**src/trouble_code_pkg.sv**
```systemverilog
// Constants shared by the trouble code blink reporter.
`default_nettype none
package trouble_code_pkg;
    // ========================================
    // Store geometry
    localparam int          STORE_DEPTH    = 6;
    localparam int          IDX_W          = 3;
    localparam int          CODE_W         = 7;
    localparam int          DIGIT_W        = 4;
    localparam logic [1:0]  REPEAT_COUNT   = 2'h3;
    // ========================================
    // Fault sources and their codes, listed in code order
    localparam int          NUM_FAULTS     = 22;
    localparam int          FAULT_IDX_W    = 5;
    localparam logic [CODE_W-1:0] CODE_THROTTLE_LOW  = 7'h0C;
    localparam logic [CODE_W-1:0] CODE_MANIFOLD_LOW  = 7'h0E;
    localparam logic [CODE_W-1:0] CODE_THROTTLE_HIGH = 7'h16;
    localparam logic [CODE_W-1:0] CODE_MANIFOLD_HIGH = 7'h18;
    localparam logic [CODE_W-1:0] CODE_CRANK_PULSES  = 7'h34;
    localparam logic [CODE_W-1:0] CODE_CAM_PATTERN   = 7'h35;
    localparam logic [CODE_W-1:0] CODE_WATCHDOG      = 7'h38;
    // ========================================
    // Timing: one lamp unit is 0.4 s
    localparam int          CLK_HZ         = 100_000_000;
    localparam int          UNIT_MS        = 400;
    localparam int          UNIT_CYCLES    = CLK_HZ / 1000 * UNIT_MS;
    localparam int          TICK_W         = 26;
    localparam int          SELFTEST_MS    = 2400;
    localparam logic [3:0]  SELFTEST_UNITS = 4'(SELFTEST_MS / UNIT_MS);
    localparam logic [3:0]  FLASH_ON_UNITS = 4'h1;
    localparam logic [3:0]  FLASH_OFF_UNITS = 4'h1;
    localparam int          DIGIT_GAP_MS   = 1200;
    localparam int          CODE_GAP_MS    = 2400;
    // Gaps include the dark unit that already follows the last flash.
    localparam logic [3:0]  DIGIT_GAP_UNITS = 4'(DIGIT_GAP_MS / UNIT_MS - 1);
    localparam logic [3:0]  CODE_GAP_UNITS  = 4'(CODE_GAP_MS / UNIT_MS - 1);
    // ========================================
    // Reporter states
    typedef enum logic [2:0] {
        ST_SELFTEST,
        ST_IDLE,
        ST_FLASH_ON,
        ST_FLASH_OFF,
        ST_DIGIT_GAP,
        ST_CODE_GAP
    } rep_state_e;
endpackage : trouble_code_pkg
`default_nettype wire

```
**src/trouble_code_blink_reporter.sv**
```systemverilog
// Trouble code store, fault lamp driver and blink-code reporter.
`timescale 1ns/1ps
`default_nettype none
module trouble_code_blink_reporter #(
    // Clock cycles per lamp unit; the default makes a unit 0.4 s at 100 MHz.
    parameter int UNIT_LEN = trouble_code_pkg::UNIT_CYCLES
) (
    input  wire logic                             i_mclk,
    input  wire logic                             i_rst,
    input  wire logic                             i_ce,
    input  wire logic                             i_key_on,
    input  wire logic                             i_test_button,
    input  wire logic                             i_engine_running,
    input  wire logic                             i_throttle_low,
    input  wire logic                             i_throttle_high,
    input  wire logic                             i_manifold_low,
    input  wire logic                             i_manifold_high,
    input  wire logic                             i_crank_pulse_error,
    input  wire logic                             i_watchdog_fail,
    input  wire logic                             i_cam_bad_pattern,
    input  wire logic                             i_cam_lost,
    input  wire logic                             i_crank_ref_pulse,
    input  wire logic                             i_inject_pulse,
    output logic                                  o_fault_lamp,
    output logic [trouble_code_pkg::IDX_W-1:0]    o_code_count,
    output logic                                  o_calc_injection_mode,
    output logic [1:0]                            o_inject_phase,
    output logic [15:0]                           o_crank_period
);
    import trouble_code_pkg::*;

    // ========================================
    // Helpers
    function automatic logic [DIGIT_W-1:0] tens_of(input logic [CODE_W-1:0] c);
        tens_of = DIGIT_W'(c / 7'h0A);
    endfunction : tens_of

    function automatic logic [DIGIT_W-1:0] units_of(input logic [CODE_W-1:0] c);
        units_of = DIGIT_W'(c % 7'h0A);
    endfunction : units_of

    // ========================================
    // Fault capture and code store
    logic [CODE_W-1:0] store_q [STORE_DEPTH];
    logic [CODE_W-1:0] store_d [STORE_DEPTH];
    logic [IDX_W-1:0]  count_q, count_d;
    logic              key_q, key_d;

    logic [CODE_W-1:0] fault_codes [7];
    logic [6:0]        fault_hit;

    always_comb begin
        fault_codes[0] = CODE_THROTTLE_LOW;
        fault_codes[1] = CODE_THROTTLE_HIGH;
        fault_codes[2] = CODE_MANIFOLD_LOW;
        fault_codes[3] = CODE_MANIFOLD_HIGH;
        fault_codes[4] = CODE_CRANK_PULSES;
        fault_codes[5] = CODE_WATCHDOG;
        fault_codes[6] = CODE_CAM_PATTERN;
        fault_hit = {i_cam_bad_pattern & i_engine_running, i_watchdog_fail,
                     i_crank_pulse_error, i_manifold_high, i_manifold_low,
                     i_throttle_high, i_throttle_low};
    end

    // Several faults in one cycle are all taken, lowest source first, while the store has room.
    always_comb begin
        logic dup;
        dup = 1'b0;
        store_d = store_q;
        count_d = count_q;
        key_d   = i_key_on;
        for (int f = 0; f < 7; f++) begin
            if (fault_hit[f]) begin
                dup = 1'b0;
                for (int s = 0; s < STORE_DEPTH; s++) begin
                    if (IDX_W'(s) < count_d && store_d[s] == fault_codes[f]) begin
                        dup = 1'b1;
                    end
                end
                if (!dup && count_d < IDX_W'(STORE_DEPTH)) begin
                    store_d[count_d] = fault_codes[f];
                    count_d = count_d + 1'b1;
                end
            end
        end
    end

    always_ff @(posedge i_mclk or posedge i_rst) begin
        if (i_rst) begin
            for (int s = 0; s < STORE_DEPTH; s++) begin
                store_q[s] <= '0;
            end
            count_q <= '0;
            key_q   <= 1'b0;
        end else if (i_ce) begin
            store_q <= store_d;
            count_q <= count_d;
            key_q   <= key_d;
        end
    end

    // ========================================
    // Unit tick
    logic [TICK_W-1:0] tick_q, tick_d;
    logic              unit_tick;
    logic              restart;

    always_comb begin
        unit_tick = (tick_q == TICK_W'(UNIT_LEN - 1));
        // A new self-test or readout restarts the unit, so its first unit is full length.
        tick_d    = (unit_tick || restart) ? '0 : tick_q + 1'b1;
    end

    // ========================================
    // Lamp reporter
    rep_state_e        state_q, state_d;
    logic [3:0]        units_q, units_d;
    logic [DIGIT_W-1:0] flash_q, flash_d;
    logic              digit_q, digit_d;
    logic [1:0]        rep_q, rep_d;
    logic [IDX_W-1:0]  idx_q, idx_d;
    logic              lamp_q, lamp_d;
    logic [DIGIT_W-1:0] cur_digit;

    always_comb begin
        state_d = state_q;
        units_d = units_q;
        flash_d = flash_q;
        digit_d = digit_q;
        rep_d   = rep_q;
        idx_d   = idx_q;
        restart = 1'b0;
        cur_digit = digit_q ? units_of(store_q[idx_q]) : tens_of(store_q[idx_q]);
        if (i_key_on && !key_q) begin
            state_d = ST_SELFTEST;
            units_d = SELFTEST_UNITS;
            restart = 1'b1;
        end else begin
            case (state_q)
                ST_SELFTEST: begin
                    if (unit_tick) begin
                        units_d = units_q - 1'b1;
                        if (units_q == 4'h1) begin
                            state_d = ST_IDLE;
                        end
                    end
                end
                ST_IDLE: begin
                    if (i_test_button && count_q != '0) begin
                        state_d = ST_FLASH_ON;
                        units_d = FLASH_ON_UNITS;
                        flash_d = 4'h1;
                        digit_d = 1'b0;
                        rep_d   = 2'h1;
                        idx_d   = '0;
                        restart = 1'b1;
                    end
                end
                ST_FLASH_ON: begin
                    if (unit_tick && units_q == 4'h1) begin
                        state_d = ST_FLASH_OFF;
                        units_d = FLASH_OFF_UNITS;
                    end else if (unit_tick) begin
                        units_d = units_q - 1'b1;
                    end
                end
                ST_FLASH_OFF: begin
                    if (unit_tick && units_q == 4'h1) begin
                        if (flash_q < cur_digit) begin
                            state_d = ST_FLASH_ON;
                            units_d = FLASH_ON_UNITS;
                            flash_d = flash_q + 1'b1;
                        end else if (!digit_q) begin
                            state_d = ST_DIGIT_GAP;
                            units_d = DIGIT_GAP_UNITS;
                        end else begin
                            state_d = ST_CODE_GAP;
                            units_d = CODE_GAP_UNITS;
                        end
                    end else if (unit_tick) begin
                        units_d = units_q - 1'b1;
                    end
                end
                ST_DIGIT_GAP, ST_CODE_GAP: begin
                    if (unit_tick && units_q == 4'h1) begin
                        state_d = ST_FLASH_ON;
                        units_d = FLASH_ON_UNITS;
                        flash_d = 4'h1;
                        digit_d = (state_q == ST_DIGIT_GAP);
                        if (state_q == ST_CODE_GAP) begin
                            if (rep_q == REPEAT_COUNT) begin
                                rep_d = 2'h1;
                                idx_d = (idx_q + 1'b1 >= count_q) ? '0 : idx_q + 1'b1;
                            end else begin
                                rep_d = rep_q + 1'b1;
                            end
                        end
                    end else if (unit_tick) begin
                        units_d = units_q - 1'b1;
                    end
                end
                default: begin
                    state_d = ST_IDLE;
                end
            endcase
            if (state_q != ST_SELFTEST && state_q != ST_IDLE && !i_test_button) begin
                state_d = ST_IDLE;
            end
        end
        case (state_d)
            ST_SELFTEST: lamp_d = 1'b1;
            ST_IDLE:     lamp_d = (count_d != '0) && key_d;
            ST_FLASH_ON: lamp_d = 1'b1;
            default:     lamp_d = 1'b0;
        endcase
    end

    always_ff @(posedge i_mclk or posedge i_rst) begin
        if (i_rst) begin
            state_q <= ST_IDLE;
            units_q <= '0;
            flash_q <= '0;
            digit_q <= 1'b0;
            rep_q   <= 2'h1;
            idx_q   <= '0;
            lamp_q  <= 1'b0;
            tick_q  <= '0;
        end else if (i_ce) begin
            state_q <= state_d;
            units_q <= units_d;
            flash_q <= flash_d;
            digit_q <= digit_d;
            rep_q   <= rep_d;
            idx_q   <= idx_d;
            lamp_q  <= lamp_d;
            tick_q  <= tick_d;
        end
    end

    // ========================================
    // Crank reference and injection sequencing
    // The injection phase advances on each injection pulse; it is never
    // reset by a cam fault, so a restart keeps the established order.
    logic [15:0] crank_cnt_q, crank_cnt_d;
    logic [15:0] period_q, period_d;
    logic [1:0]  phase_q, phase_d;
    logic        calc_q, calc_d;

    always_comb begin
        crank_cnt_d = (crank_cnt_q == 16'hFFFF) ? crank_cnt_q : crank_cnt_q + 1'b1;
        period_d    = period_q;
        if (i_crank_ref_pulse) begin
            period_d    = crank_cnt_q;
            crank_cnt_d = '0;
        end
        calc_d = calc_q;
        if (i_cam_lost && i_engine_running) begin
            calc_d = 1'b1;
        end else if (!i_cam_lost) begin
            calc_d = 1'b0;
        end
        phase_d = i_inject_pulse ? phase_q + 1'b1 : phase_q;
    end

    always_ff @(posedge i_mclk or posedge i_rst) begin
        if (i_rst) begin
            crank_cnt_q <= '0;
            period_q    <= '0;
            phase_q     <= '0;
            calc_q      <= 1'b0;
        end else if (i_ce) begin
            crank_cnt_q <= crank_cnt_d;
            period_q    <= period_d;
            phase_q     <= phase_d;
            calc_q      <= calc_d;
        end
    end

    always_comb begin
        o_fault_lamp          = lamp_q;
        o_code_count          = count_q;
        o_calc_injection_mode = calc_q;
        o_inject_phase        = phase_q;
        o_crank_period        = period_q;
    end
endmodule : trouble_code_blink_reporter
`default_nettype wire

```
**config.mk**
```make
export PLATFORM = sky130hd
export DESIGN_NAME = trouble_code_blink_reporter
export DESIGN_NICKNAME = d
export VERILOG_FILES = /design/src/trouble_code_pkg.sv /design/src/trouble_code_blink_reporter.sv
export SDC_FILE = /design/constraint.sdc
export NUM_CORES = 1
export LEC_CHECK = 0
export BUFFER_PORTS_ARGS = -buffer_cell sky130_fd_sc_hd__buf_2
export CORE_ASPECT_RATIO = 0.5
export CORE_MARGIN = 2
export CORE_UTILIZATION = 40
export CTS_BUF_LIST = sky130_fd_sc_hd__clkbuf_4 sky130_fd_sc_hd__clkbuf_8 sky130_fd_sc_hd__clkbuf_16
export DETAILED_ROUTE_END_ITERATION = 12
export MAX_ROUTING_LAYER = met4
export PLACE_DENSITY_LB_ADDON = 0.25
export SETUP_SLACK_MARGIN = 0.1
export SLEW_MARGIN = 30
export SYNTH_ARGS = -nofsm -noshare
export SYNTH_HDL_FRONTEND = slang
export SYNTH_SLANG_ARGS = --single-unit
```
**constraint.sdc**
```tcl
create_clock -name i_mclk -period 8.24 [get_ports i_mclk]
set_input_delay 1.648 -clock i_mclk [delete_from_list [all_inputs] [get_ports i_mclk]]
set_output_delay 1.648 -clock i_mclk [all_outputs]
set_load 0.02 [all_outputs]
```
[Yosys cells after proc, flatten, opt, wreduce, memory -nomap -nowiden]
Cells that the tools add are included.
Storage, ports and cells
  register bits: 125
  bits in latches: 0
  RAM bits: 0
  memory bits (read-only): 0
  bits of input ports: 16
  logic and storage cells: 430
  memories: 0
Operators by class
  add/sub/neg operators: 14
  $mul: 0
  divide/modulo/power cells: 2
  order comparisons: 66
  equality and inequality tests: 63
  shift operators: 0
  multiplexer cells: 141
  bitwise logic cells: 31
  reductions and logical operators: 93
Operator list (number)
  2-to-1 mux 42 bit: 14
  demux 7 bit (select 3 bit): 7
  equality test 7 x 6 -> 1 bit, second input constant: 18
  bitwise AND 24 bit: 4
  inverter 24 bit: 4
  2-to-1 mux 3 bit: 30
  equality test 7 x 4 -> 1 bit, second input constant: 12
  equality test 7 x 5 -> 1 bit, second input constant: 12
  bitwise OR 18 bit: 4
  logical AND 1 bit: 63
  2-to-1 mux 7 bit: 9
  bitwise AND 30 bit: 2
  inverter 30 bit: 2
  2-to-1 mux 1 bit: 57
  less-than comparator 1 x 3 -> 1 bit, first input constant: 14
  less-than comparator 2 x 3 -> 1 bit, first input constant: 14
  less-than comparator 3 bit, first input constant: 14
  2-to-1 mux 4 bit: 9
  greater-or-equal comparator 4 bit, second input constant: 8
  2-to-1 mux 16 bit: 2
  inverter 3 -> 4 bit: 8
  less-than comparator 4 x 1 -> 1 bit, second input constant: 7
  adder 26 x 1 -> 26 bit, second input constant: 1
  equality test 26 bit, second input constant: 1
  48 further kinds: 94

[Logic depth before layout (Yosys ltp)]
  word-level depth: 94
  gate-level depth with buffers: 37
  mapped depth without buffers: 34

[Worst setup path after synthesis]
No wires, ideal clock.
  path type: input to register
  start: input port i_throttle_low
  end: register store_q[1] (netlist bit)
  library setup time: 0.118 ns
  data arrival time: 8.870 ns
  setup slack: -0.748 ns
  cell stages on the path: 33
  path buffers: 2
  cell sequence: o41ai_2 -> or4_1 -> buf_4 -> nor2_1 -> xnor2_1 -> inv_1 -> ha_1 -> inv_1 -> nand2_1 -> a2111oi_0 -> nor2_1 -> and3b_1 -> o22ai_1 -> o2bb2ai_1 -> clkbuf_1 -> a31oi_1 -> nor2_1 -> inv_1 -> ha_1 -> o21ba_2 -> and4_1 -> o22ai_1 -> a211oi_4 -> nand3_2 -> mux2i_1 -> ha_1 -> inv_1 -> o21ai_1 -> o311ai_4 -> o221ai_4 -> nor4b_4 -> o31ai_1 -> a21o_1
Between the ends
  word-level cells in the longest chain between the ends: 79
RTL lines
  start: declaration: line trouble_code_blink_reporter.sv:14  | input wire logic i_throttle_low,
  2-to-1 mux 3 bit or 2-to-1 mux 42 bit (tied branches): line trouble_code_blink_reporter.sv:73  | if (fault_hit[f]) begin
  less-than comparator 1 x 3 -> 1 bit or equality test 7 x 5 -> 1 bit (tied branches): line trouble_code_blink_reporter.sv:76  | if (IDX_W'(s) < count_d && store_d[s] == fault_codes[f]) begin
  logical AND 1 bit: line trouble_code_blink_reporter.sv:76
  2-to-1 mux 1 bit (6 in series): line trouble_code_blink_reporter.sv:76
  2-to-1 mux 1 bit: line trouble_code_blink_reporter.sv:73
  logical NOT 1 bit: line trouble_code_blink_reporter.sv:80  | if (!dup && count_d < IDX_W'(STORE_DEPTH)) begin
  logical AND 1 bit: line trouble_code_blink_reporter.sv:80
  2-to-1 mux 3 bit or 2-to-1 mux 42 bit (tied branches): line trouble_code_blink_reporter.sv:80
  [... 53 more ...]
  less-than comparator 1 x 3 -> 1 bit or equality test 7 x 6 -> 1 bit (tied branches): line trouble_code_blink_reporter.sv:76
  logical AND 1 bit: line trouble_code_blink_reporter.sv:76
  2-to-1 mux 1 bit (6 in series): line trouble_code_blink_reporter.sv:76
  2-to-1 mux 1 bit: line trouble_code_blink_reporter.sv:73
  logical NOT 1 bit: line trouble_code_blink_reporter.sv:80
  logical AND 1 bit: line trouble_code_blink_reporter.sv:80
  2-to-1 mux 42 bit: line trouble_code_blink_reporter.sv:80
  2-to-1 mux 42 bit (*): line trouble_code_blink_reporter.sv:73
  end signal: assignment: line trouble_code_blink_reporter.sv:96  | store_q <= store_d;
  end: declaration: line trouble_code_blink_reporter.sv:44  | logic [CODE_W-1:0] store_q [STORE_DEPTH];
Every way passes the cells marked *; elsewhere a longest branch is shown, timed or not. The select of a mux whose other input is x is not followed.
A chain may end at the register's enable or synchronous reset.

[Worst setup path after layout]
  start: input port i_throttle_low
  end: register store_q[2] (netlist bit)
The elaborated chain is that of the path after synthesis.

==> metrics <==
R2R Setup Slk 450 ps; Clk pin slew, worst setup/hold paths 60 ps; largest area contributor in the netlist dfrtp_1; synth unique cells 108; Worst setup SP type input port; reg2reg path depth 35; CTS tree done; TritonCTS Buffers 17; Max clock buf depth 2; die span in x around 230 um; Post-route DRC 0; Top FF cell, synth dfrtp_1; Reg2Reg Launch Point o_code_count[1]$_DFFE_PP0P_; Starting Density 41.0%; MaxCap Viol Count 0; gr usage total 27.2%; largest family of logic cells by synthesized area simple AND/OR/NAND/NOR gates; synth warn 0; metal2 WL between 15,000 and 20,000 um; post-detail-place hpwl around 28,000 um; max frequency 125 MHz; Levels on crit path 32; required time worst endpoint 8550 ps; Synth Area in Adders roughly 3%; mux share of post-synthesis cell area 4.27%; post-route ant nets 0; largest net degree at the start of global routing between 70 and 80; Post-Synth XOR/XNOR Area 4.28%; die footprint between 20,000 and 30,000 um2; crit path launch i_throttle_low; top area cells in the synthesized netlist dfrtp_1, nand2_1, nor2_1, o21ai_0, a21oi_1; met1 wire length 17,500 um; Port-buffer cells 38; routed vias/inst around 5.9; synthesized flop and latch total approximately 130; critical path class in -> reg; Skew-Pair Late Insertion Delay 430 ps; actual slew at the worst max-slew pin approximately 900 ps; final hold violations 0; Nets 1,596; DR WL met3 2800 um; P&R area growth vs syn 34.8%; Core Area 25,400 um2; Final period util 96.7%; max layer used met4; grt total ovfl 0; vias in the first global route 10.7k; post-synth top area share between 20 and 30%; Synth Area in Compound Gates 24.6%; register area share after synthesis between 30% and 40%; htree depth 4; CP delay by family, top compound AO/OA/AOI/OAI gates; crit path DAT 8280 ps; initial DRC count 1,023; Die Height 118 um; std cell rows 41; Post-synth EDFFs 0; Routed WL per cell 19.2 um; net count after synthesis 1,351; CP max-delay cell or4_4; Max Fanout on Critical Path 11; Routability Congestion slightly above 1; DRT Pass-1 Iters 5; critical path capture point type register; I/O pins 39; most used cell, CP buf_4; Min Clock Period, post-route between 7000 and 8000 ps; Via Count around 11k; relative slew slack 41.1%; Slew Viols, Final 0; layout cells sized above 1 30.2%; RSZ-0062 raised after global routing false; synthesized area roughly 10,000 um2; Worst path max stage delay 500 ps; Worst Skew 11.2 ps; reg-to-reg endpoint store_q[1]$_DFFE_PP0P_; routed wire length 36,700 um; crit path to store_q[2]$_DFFE_PP0P_; Avg Cell Area, Syn 7.95 um2; initial antenna violation count 2; Simple-Gate Fraction of Synth Area 29.6%; clock root buffer clkbuf_16; first-pass GRT wire length 57,400 um; final setup vio count 0; class of the worst hold path reg -> reg; Core Util, Final between 50% and 60%; status completed; WP buf/inv 11; asr flop ratio synth 100%; clock sink count 125; Post-Syn Instances about 1.3k
cell usage after synthesis, types with 18 or more instances:
master    number
xor2_1        24
nand2_1      176
clkbuf_1      37
inv_1         53
nand3_1       53
nand2b_1      18
ha_1          25
xnor2_1       25
a31oi_1       24
or3_1         24
dfrtp_1      123
nand4_1       31
nor3_1        34
a21oi_1       71
o21ai_0       78
a21o_1        18
nor4_1        22
nor2_1       144
registers in the layout, summed over array words and instances (netlist names):
name and cells:
flash_q 4, store_q 42, tick_q 26, o_fault_lamp 1, o_crank_period 16, idx_q 3
digit_q 1, key_q 1, state_q 3, units_q 4, crank_cnt_q 16, o_inject_phase 2
o_code_count 3, rep_q 2, o_calc_injection_mode 1
cell type report:
class / count / area [um2]
clock buffers: 18 / 439
fillers: 2386 / 11400
repair buffers: 279 / 2040
diodes: 1 / 2.50
well taps: 344 / 430
inverters: 54 / 208
multi-input cells: 1078 / 7570
flip-flops and latches: 125 / 3130
clock inverters: 14 / 206
routing by layer:
metal | track usage, % | vias to the layer above
met4 | 7.45 | 0
li1 | - | 5351
met5 | - | -
met2 | 38.2 | 375
met1 | 38.7 | 5500
met3 | 6.64 | 52
worst register-to-register path: cells and delay by family, from the launching register on:
kind            cells  cell delay (ps)
simple gates       12             2920
compound gates     10             1880
buf+inv            10             1680
fa+ha+maj           2              550
flops               1              480
xor+xnor            1              180
cell families after synthesis:
logic type / Yosys count
and+or+nand+nor: 609
AOI/OAI and AO/OA: 360
DFF: 125
buffers and inverters: 107
xor gates and xnor gates: 50
muxes: 34
adders and majority gates: 25
what timing repair did:
action,in CTS,in global routing
resized for setup,7,86
endpoints found under the setup margin,39,46
setup buffers,0,10
gates cloned,0,1
pin swaps,0,32
hold buffers,0,0
stage by stage:
step | hold slack [ps] | area [um2] | std cells | setup TNS, ps | setup slack, ps
finish | 468 | 14000 | 1913 | 0 | 270
detailed placement | 458 | 12800 | 1869 | -17950 | -551
global route | 487 | 14000 | 1913 | 0 | 31.4
global placement | 452 | 12800 | 1869 | -16050 | -481
CTS | 473 | 13500 | 1901 | 0 | 119
floorplan | 433 | 10700 | 1310 | 0 | 49.5
how the worst min path moves through the flow:
stage                                        start                              to  cells after the start
detailed placement  o_crank_period[15]$_DFFE_PP0P_  o_crank_period[15]$_DFFE_PP0P_                      2
global placement     o_crank_period[6]$_DFFE_PP0P_   o_crank_period[6]$_DFFE_PP0P_                      2
floorplan                   store_q[5]$_DFFE_PP0P_          store_q[5]$_DFFE_PP0P_                      2
global route        o_crank_period[15]$_DFFE_PP0P_  o_crank_period[15]$_DFFE_PP0P_                      2
CTS                  o_inject_phase[1]$_DFFE_PP0P_   o_inject_phase[1]$_DFFE_PP0P_                      1
finish              o_crank_period[15]$_DFFE_PP0P_  o_crank_period[15]$_DFFE_PP0P_                      2
cells in the final DEF (no fill, tap or decap), types with 9 or more instances in the layout:
cell	count
a21o_1	17
a21oi_1	67
a22oi_1	9
a31oi_1	17
and2_1	11
and3_1	14
buf_2	39
buf_4	233
clkbuf_16	17
dfrtp_1	123
ha_1	20
inv_1	45
mux2_2	12
mux2i_1	11
nand2_1	172
nand2b_1	16
nand3_1	52
nand4_1	31
nor2_1	140
nor2b_1	9
nor3_1	32
nor4_1	15
nor4b_1	12
o211ai_1	9
o21a_1	9
o21ai_0	72
o21ai_1	9
o31ai_1	11
or2_2	9
or3_1	22
xnor2_1	22
xor2_1	24
Power is left out: the tool's default activity adds up to more than one toggle a clock period on the data nets, which glitch-free logic cannot reach.
